`src/pkg/modem_cfg.svh`:
```
// constants for the radio modem mode controller
// assumes a 10 MHz system clock and a 32-bit AHB-Lite register bus
`ifndef MODEM_CFG_SVH
`define MODEM_CFG_SVH

// clock and prescaled tick
`define CLK_PERIOD_NS 100
`define TICK_PERIOD_MS 10
`define TICK_CYCLES ((`TICK_PERIOD_MS * 1000000) / `CLK_PERIOD_NS)

// times in milliseconds and their tick counts
`define INACT_MS 60000
`define INACT_TICKS (`INACT_MS / `TICK_PERIOD_MS)
`define GAP_MS 290
`define GAP_TICKS (`GAP_MS / `TICK_PERIOD_MS)
`define NOTUS_MS 200
`define NOTUS_TICKS (`NOTUS_MS / `TICK_PERIOD_MS)
`define FULL_MS 1000
`define FULL_TICKS (`FULL_MS / `TICK_PERIOD_MS)
`define HALF_MS 500
`define HALF_TICKS (`HALF_MS / `TICK_PERIOD_MS)

// transparent block size in characters
`define BLOCK_CHARS 238
// terminate command character, upper case
`define CMD_TERMINATE 8'h54

// register byte offsets
`define REG_CTRL 8'h00
`define REG_STATUS 8'h04
`define REG_CONFIG 8'h08

// control register fields
`define CTRL_FLASH_GO 0
`define CTRL_RESULT_LO 1
`define CTRL_TERMINATE 3

// status register fields
`define STAT_MODE_LO 0
`define STAT_ID_LO 4
`define STAT_STATE 12
`define STAT_RING 13
`define STAT_LAMP 14
`define STAT_TELECOM 15
`define STAT_FLASHING 16

// shipped identities
`define SHIP_ID 8'h01
`define BASE_ID 8'hfe

`endif

```
`src/pkg/modem_pkg.sv`:
```
// types shared by the radio modem mode controller
// assumes modem_cfg.svh for numeric constants
`default_nettype none
package modem_pkg;
	typedef enum logic [2:0] {
		MODE_POWERUP, MODE_WAIT, MODE_LOCAL, MODE_REPEATER, MODE_END, MODE_TRANSPARENT
	} mode_type;
	typedef enum logic [1:0] {
		RESULT_PASS, RESULT_RAM, RESULT_ROM, RESULT_NONE
	} result_type;
endpackage
`default_nettype wire

```
`src/design/modem_mode_ctrl.sv`:
```
// mode controller of a radio-link modem between a serial port and a radio
// assumes radio and serial framing logic on the same clock, switches on pins
`include "modem_cfg.svh"
`default_nettype none

module modem_mode_ctrl #(
	parameter int TICK_CYCLES = `TICK_CYCLES,
	parameter bit BASE_UNIT = 1'b0
) (
	input wire logic clk,
	input wire logic resetn,
	input wire logic clkEn,
	// AHB-Lite slave
	input wire logic hsel,
	input wire logic [7:0] haddr,
	input wire logic [1:0] htrans,
	input wire logic hwrite,
	input wire logic [2:0] hsize,
	input wire logic [31:0] hwdata,
	input wire logic hready,
	output logic hreadyout,
	output logic [31:0] hrdata,
	output logic hresp,
	// pins
	input wire logic [8:0] configSwitch,
	input wire logic modem_enable_line,
	input wire logic radioCarrier,
	output logic ringLine,
	output logic carrierLamp,
	// radio framing logic
	input wire logic rxNotForUs,
	input wire logic rxBlockValid,
	input wire logic rxSetupMid,
	input wire logic rxSetupEnd,
	input wire logic linkVerified,
	input wire logic rxDataValid,
	input wire logic rxSigOk,
	output logic fwdBlock,
	output logic dropBlock,
	// serial port characters
	input wire logic serRxValid,
	input wire logic [7:0] serRxChar,
	output logic cmdValid,
	output logic [7:0] cmdChar,
	output logic txCharValid,
	output logic [7:0] txChar,
	output logic txBlockClose,
	output logic [2:0] modeOut,
	output logic [7:0] stationId
);

	// ==========================================================
	// helpers
	function automatic logic [12:0] phaseTicks(input logic [1:0] res, input logic [1:0] ph);
		logic [12:0] t;
		t = 13'(`HALF_TICKS);
		if (res == 2'(modem_pkg::RESULT_PASS) || (res == 2'(modem_pkg::RESULT_ROM) && ph == 2'h0))
			t = 13'(`FULL_TICKS);
		return t;
	endfunction

	function automatic logic isUpper(input logic [7:0] c);
		return c >= 8'h41 && c <= 8'h5a;
	endfunction

	// ==========================================================
	// pin synchronisers
	logic [10:0] syncA_r, syncB_r, syncC_r, pinFilt_r;
	logic [10:0] pinRaw;

	assign pinRaw = {radioCarrier, modem_enable_line, configSwitch};

	always_ff @(posedge clk) begin
		if (!resetn) begin
			syncA_r <= 11'h000;
			syncB_r <= 11'h000;
			syncC_r <= 11'h000;
		end else if (clkEn) begin
			syncA_r <= pinRaw;
			syncB_r <= syncA_r;
			syncC_r <= syncB_r;
		end
	end

	// a bit changes only once the second and third stage agree
	always_ff @(posedge clk) begin
		if (!resetn)
			pinFilt_r <= 11'h000;
		else if (clkEn)
			pinFilt_r <= (pinFilt_r & (syncB_r ^ syncC_r)) | (syncB_r & ~(syncB_r ^ syncC_r));
	end

	logic meHigh, carrierIn;
	assign meHigh = pinFilt_r[9];
	assign carrierIn = pinFilt_r[10];

	// ==========================================================
	// strap capture after reset release
	logic [2:0] settle_r;
	logic strapDone_r, enableState_r;
	logic [7:0] id_r;

	always_ff @(posedge clk) begin
		if (!resetn) begin
			settle_r <= 3'h0;
			strapDone_r <= 1'b0;
			enableState_r <= 1'b1;
			id_r <= `SHIP_ID;
		end else if (clkEn && !strapDone_r) begin
			settle_r <= settle_r + 3'h1;
			if (settle_r == 3'h5) begin
				strapDone_r <= 1'b1;
				enableState_r <= pinFilt_r[8];
				// all-closed identity switches fall back to the shipped identity, or to the base identity when BASE_UNIT is set
				if (pinFilt_r[7:0] == 8'h00)
					id_r <= BASE_UNIT ? `BASE_ID : `SHIP_ID;
				else
					id_r <= pinFilt_r[7:0];
			end
		end
	end

	assign stationId = id_r;

	// ==========================================================
	// prescaled tick
	logic [31:0] pre_r;
	logic tick;

	assign tick = (pre_r == 32'(TICK_CYCLES - 1));

	always_ff @(posedge clk) begin
		if (!resetn)
			pre_r <= 32'h0;
		else if (clkEn)
			pre_r <= tick ? 32'h0 : pre_r + 32'h1;
	end

	// ==========================================================
	// register bus
	logic wrPend_r;
	logic [7:0] wrAddr_r;
	logic flashGo, termReq, telecom;
	logic [1:0] resultSel;
	logic [31:0] statusWord;
	logic [2:0] flashPh_r;
	logic flashing_r;
	modem_pkg::mode_type mode_r;

	assign hreadyout = 1'b1;
	assign hresp = 1'b0;
	// telecom mode is signalled by the enable line in either enable-line state
	assign telecom = meHigh;

	assign statusWord = {15'h0000, flashing_r, telecom, carrierLamp, ringLine,
		enableState_r, id_r, 1'b0, 3'(mode_r)};

	always_ff @(posedge clk) begin
		if (!resetn) begin
			wrPend_r <= 1'b0;
			wrAddr_r <= 8'h00;
			hrdata <= 32'h0;
		end else if (clkEn) begin
			if (hready) begin
				wrPend_r <= hsel && htrans[1] && hwrite;
				wrAddr_r <= haddr;
				hrdata <= 32'h0;
				if (hsel && htrans[1] && !hwrite && haddr == `REG_STATUS)
					hrdata <= statusWord;
				if (hsel && htrans[1] && !hwrite && haddr == `REG_CONFIG)
					hrdata <= {23'h0, enableState_r, id_r};
			end
		end
	end

	assign flashGo = wrPend_r && wrAddr_r == `REG_CTRL && hwdata[`CTRL_FLASH_GO];
	assign resultSel = hwdata[`CTRL_RESULT_LO +: 2];
	assign termReq = wrPend_r && wrAddr_r == `REG_CTRL && hwdata[`CTRL_TERMINATE];

	// ==========================================================
	// self-test flash sequencer
	logic [1:0] result_r;
	logic [12:0] flashCnt_r;
	logic flashLamp;

	assign flashLamp = !flashPh_r[0];

	always_ff @(posedge clk) begin
		if (!resetn) begin
			flashing_r <= 1'b0;
			result_r <= 2'(modem_pkg::RESULT_NONE);
			flashPh_r <= 3'h0;
			flashCnt_r <= 13'h0;
		end else if (clkEn) begin
			if (flashGo && resultSel != 2'(modem_pkg::RESULT_NONE)) begin
				flashing_r <= 1'b1;
				result_r <= resultSel;
				flashPh_r <= 3'h0;
				flashCnt_r <= 13'h0;
			end else if (flashing_r && tick) begin
				if (flashCnt_r + 13'h1 >= phaseTicks(result_r, flashPh_r[1:0])) begin
					flashCnt_r <= 13'h0;
					if (result_r == 2'(modem_pkg::RESULT_PASS) && flashPh_r == 3'h2)
						flashing_r <= 1'b0;
					else if (result_r == 2'(modem_pkg::RESULT_RAM))
						flashPh_r <= {2'b00, ~flashPh_r[0]};
					else
						flashPh_r <= {1'b0, flashPh_r[1:0] + 2'h1};
				end else
					flashCnt_r <= flashCnt_r + 13'h1;
			end
		end
	end

	// ==========================================================
	// carrier lamp
	logic notUs_r;
	logic [4:0] notUsCnt_r;

	always_ff @(posedge clk) begin
		if (!resetn) begin
			notUs_r <= 1'b0;
			notUsCnt_r <= 5'h0;
		end else if (clkEn) begin
			if (!carrierIn) begin
				notUs_r <= 1'b0;
				notUsCnt_r <= 5'h0;
			end else begin
				if (rxNotForUs)
					notUs_r <= 1'b1;
				if (tick && notUsCnt_r < 5'(`NOTUS_TICKS))
					notUsCnt_r <= notUsCnt_r + 5'h1;
			end
		end
	end

	always_ff @(posedge clk) begin
		if (!resetn)
			carrierLamp <= 1'b0;
		else if (clkEn) begin
			if (flashing_r)
				carrierLamp <= flashLamp;
			else
				carrierLamp <= carrierIn && !(notUs_r && notUsCnt_r >= 5'(`NOTUS_TICKS));
		end
	end

	// ==========================================================
	// inactivity timer
	logic [12:0] inact_r;
	logic expired;

	assign expired = inact_r >= 13'(`INACT_TICKS) && !telecom;

	always_ff @(posedge clk) begin
		if (!resetn)
			inact_r <= 13'h0;
		else if (clkEn) begin
			if (rxBlockValid || mode_r == modem_pkg::MODE_WAIT || mode_r == modem_pkg::MODE_POWERUP)
				inact_r <= 13'h0;
			else if (tick && inact_r < 13'(`INACT_TICKS))
				inact_r <= inact_r + 13'h1;
		end
	end

	// ==========================================================
	// operating mode
	logic localTerm;

	assign localTerm = serRxValid && serRxChar == `CMD_TERMINATE;

	always_ff @(posedge clk) begin
		if (!resetn)
			mode_r <= modem_pkg::MODE_POWERUP;
		else if (clkEn) begin
			case (mode_r)
				modem_pkg::MODE_POWERUP: begin
					if (strapDone_r)
						mode_r <= modem_pkg::MODE_WAIT;
				end
				modem_pkg::MODE_WAIT: begin
					if (rxSetupMid)
						mode_r <= modem_pkg::MODE_REPEATER;
					else if (rxSetupEnd)
						mode_r <= modem_pkg::MODE_END;
					else if (telecom)
						mode_r <= modem_pkg::MODE_LOCAL;
				end
				modem_pkg::MODE_LOCAL: begin
					if (localTerm || termReq)
						mode_r <= modem_pkg::MODE_WAIT;
					else if (linkVerified)
						mode_r <= modem_pkg::MODE_TRANSPARENT;
				end
				modem_pkg::MODE_END: begin
					if (expired)
						mode_r <= modem_pkg::MODE_WAIT;
					else if (meHigh)
						mode_r <= modem_pkg::MODE_TRANSPARENT;
				end
				modem_pkg::MODE_REPEATER, modem_pkg::MODE_TRANSPARENT: begin
					if (expired)
						mode_r <= modem_pkg::MODE_WAIT;
				end
				default: mode_r <= modem_pkg::MODE_WAIT;
			endcase
		end
	end

	assign modeOut = 3'(mode_r);

	// ==========================================================
	// ring line
	always_ff @(posedge clk) begin
		if (!resetn)
			ringLine <= 1'b0;
		else if (clkEn) begin
			if (meHigh)
				ringLine <= 1'b0;
			else if (mode_r == modem_pkg::MODE_WAIT && rxSetupEnd && !rxSetupMid)
				ringLine <= 1'b1;
		end
	end

	// ==========================================================
	// local commands and repeater forwarding
	always_ff @(posedge clk) begin
		if (!resetn) begin
			cmdValid <= 1'b0;
			cmdChar <= 8'h00;
			fwdBlock <= 1'b0;
			dropBlock <= 1'b0;
		end else if (clkEn) begin
			// lower case is dropped: commands are upper-case only
			cmdValid <= mode_r == modem_pkg::MODE_LOCAL && serRxValid && isUpper(serRxChar);
			if (serRxValid)
				cmdChar <= serRxChar;
			fwdBlock <= mode_r == modem_pkg::MODE_REPEATER && rxDataValid && rxSigOk;
			dropBlock <= mode_r == modem_pkg::MODE_REPEATER && rxDataValid && !rxSigOk;
		end
	end

	// ==========================================================
	// transparent block packing
	logic [7:0] fill_r;
	logic [4:0] gap_r;
	logic inTransp;

	assign inTransp = mode_r == modem_pkg::MODE_TRANSPARENT;

	always_ff @(posedge clk) begin
		if (!resetn) begin
			fill_r <= 8'h00;
			gap_r <= 5'h0;
			txCharValid <= 1'b0;
			txChar <= 8'h00;
			txBlockClose <= 1'b0;
		end else if (clkEn) begin
			txCharValid <= inTransp && serRxValid;
			txBlockClose <= 1'b0;
			if (serRxValid)
				txChar <= serRxChar;
			if (!inTransp) begin
				fill_r <= 8'h00;
				gap_r <= 5'h0;
			end else if (serRxValid) begin
				gap_r <= 5'h0;
				// close coincides with the character that fills the block
				if (fill_r == 8'(`BLOCK_CHARS - 1)) begin
					fill_r <= 8'h00;
					txBlockClose <= 1'b1;
				end else
					fill_r <= fill_r + 8'h1;
			end else if (fill_r != 8'h00 && tick) begin
				if (gap_r + 5'h1 >= 5'(`GAP_TICKS)) begin
					gap_r <= 5'h0;
					fill_r <= 8'h00;
					txBlockClose <= 1'b1;
				end else
					gap_r <= gap_r + 5'h1;
			end
		end
	end

endmodule
`default_nettype wire

```
`config.mk`:
```
export PLATFORM = sky130hd
export DESIGN_NAME = modem_mode_ctrl
export DESIGN_NICKNAME = d
export VERILOG_FILES = /design/src/pkg/modem_pkg.sv /design/src/design/modem_mode_ctrl.sv
export VERILOG_INCLUDE_DIRS = /design/src /design/src/pkg
export SDC_FILE = /design/constraint.sdc
export NUM_CORES = 1
export LEC_CHECK = 0
export BUFFER_PORTS_ARGS = -buffer_cell sky130_fd_sc_hd__buf_4
export CORE_AREA = 2 2 90 179
export DETAILED_ROUTE_END_ITERATION = 10
export DIE_AREA = 0 0 92 181
export HOLD_SLACK_MARGIN = 0.05
export PLACE_DENSITY_LB_ADDON = 0.25
export REMOVE_ABC_BUFFERS = 1
export SKIP_LAST_GASP = 1
export SLEW_MARGIN = 20
export SYNTH_ARGS = -nofsm -noshare
export SYNTH_HDL_FRONTEND = slang
export SYNTH_SLANG_ARGS = --single-unit
export TNS_END_PERCENT = 20
```
`constraint.sdc`:
```
create_clock -name clk -period 3.01 [get_ports clk]
set_input_delay 0.1505 -clock clk [delete_from_list [all_inputs] [get_ports clk]]
set_output_delay 0.1505 -clock clk [all_outputs]
set_load 0.03 [all_outputs]
```
# After elaboration in Yosys (flattened, before gate mapping)
# Cells that the tools add are included.
# classes
n_eq_ne	25
bitwise	6
reduce_logical	66
order_cmp	8
n_addsub	8
mux	54
# ops
cell	n
13-bit two-way mux	9
32-bit two-way mux	2
8-bit two-way mux	6
3-bit two-way mux	13
32-bit by 1-bit adder with 32-bit output (second input constant)	1
32-bit by 17-bit equality test with 1-bit output (second input constant)	1
5-bit two-way mux	6
1-bit logical AND	29
13-bit by 1-bit adder with 13-bit output (second input constant)	2
11-bit AND	2
2-bit AND reduction	10
17-bit two-way mux	1
8-bit logical NOT	2
3-bit one-hot mux with 5 select lines	1
1-bit two-way mux	14
13-bit greater-or-equal comparator	1
13-bit greater-or-equal comparator (second input constant)	1
13-bit less-than comparator (second input constant)	1
11-bit NOT	1
11-bit OR	1
11-bit bitwise XOR	1
5-bit by 1-bit adder with 5-bit output (second input constant)	2
5-bit greater-or-equal comparator (second input constant)	2
2-bit inequality test (second input constant)	5
32 further kinds	53
# totals
ff_bits	199
in_bits	78
wordCells	197
output_inout_bits	68

# Logic depth before layout (Yosys ltp)
# depth
word_depth	12
mapped_depth	13
mapped_depth_nobuf	12

# Worst setup path before layout
# OpenSTA, ideal clock, no wires.
# synth_path
path_kind	register to register
startpoint	register flashPh_r[0]
endpoint	register flashCnt_r[0]
synth_period_minus_slack_ns	2.300
slack_ns	0.710
n_path_buf	1
t_required_ns	2.941
t_arrival_ns	2.231
setup_time_ns	0.069
path_stages_with_launch	14
path_cell_list	dfxtp_1 -> inv_1 -> ha_1 -> inv_1 -> a21oi_1 -> inv_1 -> ha_1 -> nand2_1 -> a21boi_0 -> a2111o_1 -> o2111ai_1 -> clkbuf_1 -> nand4_1 -> o21ai_1
# synth_between
elab_chain_len	12
# synth_lines
item	line_no	rtl
from (decl)	modem_mode_ctrl.sv:146	logic [2:0] flashPh_r;
from (signal assigned)	modem_mode_ctrl.sv:206	flashPh_r <= {2'b00, ~flashPh_r[0]};
from (signal assigned)	modem_mode_ctrl.sv:208	flashPh_r <= {1'b0, flashPh_r[1:0] + 2'h1};
2-bit logical NOT	modem_mode_ctrl.sv:57	if (res == 2'(modem_pkg::RESULT_PASS) || (res == 2'(modem_pkg::RESULT_ROM) && ph == 2'h0))
1-bit logical AND	modem_mode_ctrl.sv:57	
1-bit logical OR	modem_mode_ctrl.sv:57	
7-bit two-way mux	modem_mode_ctrl.sv:57	
13-bit two-way mux	modem_mode_ctrl.sv:200	end else if (flashing_r && tick) begin
13-bit two-way mux	modem_mode_ctrl.sv:195	if (flashGo && resultSel != 2'(modem_pkg::RESULT_NONE)) begin
13-bit two-way mux	modem_mode_ctrl.sv:194	end else if (clkEn) begin
13-bit two-way mux	modem_mode_ctrl.sv:189	if (!resetn) begin
13-bit greater-or-equal comparator	modem_mode_ctrl.sv:201	if (flashCnt_r + 13'h1 >= phaseTicks(result_r, flashPh_r[1:0])) begin
13-bit two-way mux	modem_mode_ctrl.sv:201	
13-bit two-way mux	modem_mode_ctrl.sv:200	
13-bit two-way mux	modem_mode_ctrl.sv:195	
to (signal assigned)	modem_mode_ctrl.sv:210	flashCnt_r <= flashCnt_r + 13'h1;
to (decl)	modem_mode_ctrl.sv:183	logic [12:0] flashCnt_r;
# Every way passes these cells. The select of a mux whose other input is x is not followed.
# A chain may end at the register's enable or synchronous reset.

# Worst setup path in the final report
# layout_path
startpoint	register flashPh_r[0]
endpoint	register flashPh_r[0]
# layout_between
elab_chain_len	11
word_cells_on_any_way	21
classes_between	1 x add/sub; 1 x order compare; 2 x eq/ne; 10 x mux; 1 x bitwise; 6 x reduce/logical
# layout_lines
item	line_no
2-bit logical NOT	modem_mode_ctrl.sv:57
1-bit logical AND	modem_mode_ctrl.sv:57
1-bit logical OR	modem_mode_ctrl.sv:57
7-bit two-way mux	modem_mode_ctrl.sv:57
13-bit two-way mux	modem_mode_ctrl.sv:200
13-bit two-way mux	modem_mode_ctrl.sv:195
13-bit two-way mux	modem_mode_ctrl.sv:194
13-bit two-way mux	modem_mode_ctrl.sv:189
13-bit greater-or-equal comparator	modem_mode_ctrl.sv:201
2-bit nonzero test (no line)	n/a
4-bit AND reduction (no line)	n/a
# Several ways; a longest one is shown, not always the timed one. The select of a mux whose other input is x is not followed.

==> results.yml <==
outcome:
  run_status: "completed"
global_routing:
  grt_start_max_net_pins: 61
  use_met1: 0.2402
  globalRouteMet2Util: 0.4488
  grtUsageMet3: 0.03962
  grt_antenna_before_repair: 0
  grt.busiest_layer: "met2"
  first_global_vias: 7100
  grt.total_usage: 0.2342
  global_route_wire_length_before_repair_mm: 32.09
  globalRoute.totalOverflow: 0
clock_network:
  htree_levels: 4
  ctsRootBufferMaster: "sky130_fd_sc_hd__clkbuf_16"
  insertion_delay_ns: 0.44
  tritoncts: "done"
  post_cts.repair.setup_buffers: 0
  cts_max_path_buffers: 2
  cts-buffers-inserted: 17
  clk_pin_slew_worst_paths_ns: 0.08
  numClockSinks: 183
job:
  maxcap_viol_count: 0
setup_path:
  worst_setup_path_end_kind: "flop"
  crit_type: "flop to flop"
  start_kind: "flop"
  critPathRequiredTime_ns: 3.38
  reg2reg_setup_slack_ns: 0.31
  cp.arrival_ns: 3.07
  crit_path_max_fanout: 12
timing:
  final_max_slew_viol_count: 0
  timing_hold_violations_final: 0
  final_period_minus_worst_setup_slack_ns: 2.704
  setup_viol_count_final: 0
  relSlewSlack: 0.3655
  timing_worst_slew_pin_value_ns: 0.9495
  fin_worst_skew_ns: 0.01715
  timing.final.crit_share: 0.8983
  achievable_frequency_mhz: 369.8
  final.setup.worst_slack_ns: 0.3061
  rsz0062_at_grt: "false"
floorplanning:
  floorplan.die.width_um: 92
  coreArea_um2: 15210
  vertical_extent_of_the_die_um: 181
  row_count: 64
  ios: 146
  floorplan.die_area_um2: 16650
  floorplan.initialDensity: 0.5553
synth:
  synthDistinctLibCells: 73
  postSynthAreaPerCell_um2: 8.631
  number_of_warnings_printed_during_yosys_synthesis: 0
  post_synth_instance_area_um2: 8449
  yosys_most_used_dff: "sky130_fd_sc_hd__dfxtp_1"
  sequential_element_share_of_the_synthesized_area: 0.4336
  synth_async_sr_flop_share: 0
  synthDominantCellAreaShare: 0.4336
  post-synth-top-area-cell: "sky130_fd_sc_hd__dfxtp_1"
  synthCells: 979
  synth-edff-count: 0
  synth.ff_latch_count: 183
  netlist_top_cells_area: "sky130_fd_sc_hd__dfxtp_1, sky130_fd_sc_hd__nand2_1, sky130_fd_sc_hd__nor2_1"
cells_and_area:
  finalCoreUtilization: 0.6733
  final_cell_count_no_fill: 1304
  layout.nets: 1188
  final_layout_size_suffix_gt1_frac: 0.1484
  area_delta_synth_final_pct: 21.24
pwr:
  pwr_density_cell_nw_per_um2: 503.4
  total_leakage_power_nw: 4.169
  worst_ir_drop_vdd_uv: 484.4
placed_design:
  dp_worst_setup_slack_ns: 0.2624
  hpwlAfterDp_mm: 13.56
  globalplace.congestion: 0.8524
  numPortBuffers: 96
  place.detailed.instances: 1232
route:
  routed-via-count: 7346
  route.detailed.drc: 0
  drtAntennaViolNets: 0
  vias_per_cell: 5.633
  average_wire_length_per_cell_after_detail_routing_um: 14.95
  detailedRoute.firstIterationViolations: 268
  routed_wl_mm: 19.50
  drt_pass1_iterations: 4
worst_hold_path:
  worst_hold_path_type: "primary input to flop"
-- flip-flops by register name (all words and copies together), names as in the netlist, 11 cells and up, named ones only --
signal	count
flashCnt_r	13
hrdata	17
inact_r	13
pre_r	32
syncA_r	11
syncB_r	11
syncC_r	11
-- routing by layer --
layer / vias up / wire [um]
met4: 0 / 605
met3: 41 / 529
met5: - / 0
met1: 3527 / 7505
met2: 149 / 10860
li1: 3629 / -
-- stage by stage --
stage	hold WS (ns)	setup TNS (ns)	cell area [um2]	total power [mW]
floorplan	0.2124	-1.561	8158	2.731
global placement	0.3838	0	9210	2.882
detailed placement	0.3878	0	9210	2.890
CTS	0.05933	0	10230	5.197
global route	0.09876	0	10240	5.331
finish	0.07761	0	10240	5.157
-- power by group --
group	switching (mW)	total, mW	leakage [nW]	internal [mW]
Combinational	0.229	0.384	2.38	0.156
Sequential	0.0310	2.49	1.48	2.46
Clock	1.13	2.28	0.306	1.15
Total	1.39	5.16	4.17	3.77
-- synthesized netlist by cell type, types with 16 or more instances --
| cell | instances |
|---|---|
| sky130_fd_sc_hd__a21oi_1 | 70 |
| sky130_fd_sc_hd__a22oi_1 | 17 |
| sky130_fd_sc_hd__and2_1 | 16 |
| sky130_fd_sc_hd__buf_4 | 25 |
| sky130_fd_sc_hd__clkbuf_1 | 35 |
| sky130_fd_sc_hd__dfxtp_1 | 183 |
| sky130_fd_sc_hd__ha_1 | 18 |
| sky130_fd_sc_hd__inv_1 | 25 |
| sky130_fd_sc_hd__mux2i_1 | 39 |
| sky130_fd_sc_hd__nand2_1 | 121 |
| sky130_fd_sc_hd__nand3_1 | 25 |
| sky130_fd_sc_hd__nand4_1 | 25 |
| sky130_fd_sc_hd__nor2_1 | 120 |
| sky130_fd_sc_hd__o21ai_0 | 25 |
| sky130_fd_sc_hd__xnor2_1 | 16 |
| sky130_fd_sc_hd__xor2_1 | 35 |
-- kinds of logic after synthesis --
logic type               Yosys count  synth area share
buffers and inverters             94           0.05316
AND/OR/NAND/NOR                  398            0.2399
other                              2         0.0008888
AO/OA/AOI/OAI                    194            0.1468
adder cells (fa/ha/maj)           18           0.02666
flip-flops                       183            0.4336
XOR/XNOR                          51           0.05286
multiplexers                      39           0.04620
-- layout by cell type, fill, tap and decap left out, drive strengths merged, types with 9 or more instances in the layout --
master / count
dfxtp: 183
nand2: 121
nor2: 120
buf: 107
a21oi: 71
mux2i: 39
dlygate4sd3: 39
o21ai: 37
xor2: 35
inv: 34
nand4: 27
nand3: 25
ha: 18
a22oi: 17
conb: 17
clkbuf: 17
and2: 16
xnor2: 16
and3: 15
a21o: 12
nor3: 11
and4: 9
a211oi: 9
nor4: 9
-- timing repair --
action | CTS | global route
resized for setup | 0 | 1
endpoints found under the setup margin | 0 | 2
hold buffers | 39 | 0
endpoints found under the hold margin | 36 | 0
-- critical path, cell delays in order, from the launching register on --
cell	delay [ns]
sky130_fd_sc_hd__dfxtp_1	0.33
sky130_fd_sc_hd__inv_1	0.12
sky130_fd_sc_hd__ha_1	0.16
sky130_fd_sc_hd__inv_1	0.04
sky130_fd_sc_hd__a21oi_1	0.30
sky130_fd_sc_hd__inv_1	0.12
sky130_fd_sc_hd__ha_1	0.30
sky130_fd_sc_hd__nand2_1	0.05
sky130_fd_sc_hd__a21boi_0	0.18
sky130_fd_sc_hd__a2111o_1	0.13
sky130_fd_sc_hd__o2111ai_2	0.33
sky130_fd_sc_hd__a211oi_1	0.42
sky130_fd_sc_hd__o2bb2ai_1	0.16
-- final timing paths --
check	start	endpoint	depth (start not counted)
max	flashPh_r[0]$_SDFFE_PN0P_	flashPh_r[0]$_SDFFE_PN0P_	12
min	rxSetupEnd	modeOut[1]$_SDFFE_PN0P_	4
max reg2reg	flashPh_r[0]$_SDFFE_PN0P_	flashPh_r[0]$_SDFFE_PN0P_	12
min reg2reg	wrAddr_r[1]$_SDFFE_PN0P_	wrAddr_r[1]$_SDFFE_PN0P_	2
-- layout make-up --
class,instances,area (um2)
clock buffers,17,425.4
multi-input cells,717,4399
fillers,1297,4971
flip-flops and latches,183,3664
inverters,27,102.6
diodes,1,2.502
well taps,198,247.7
clock inverters,15,209.0
repair buffers,146,1194
No activity file was read; power rests on OpenSTA's default activity.
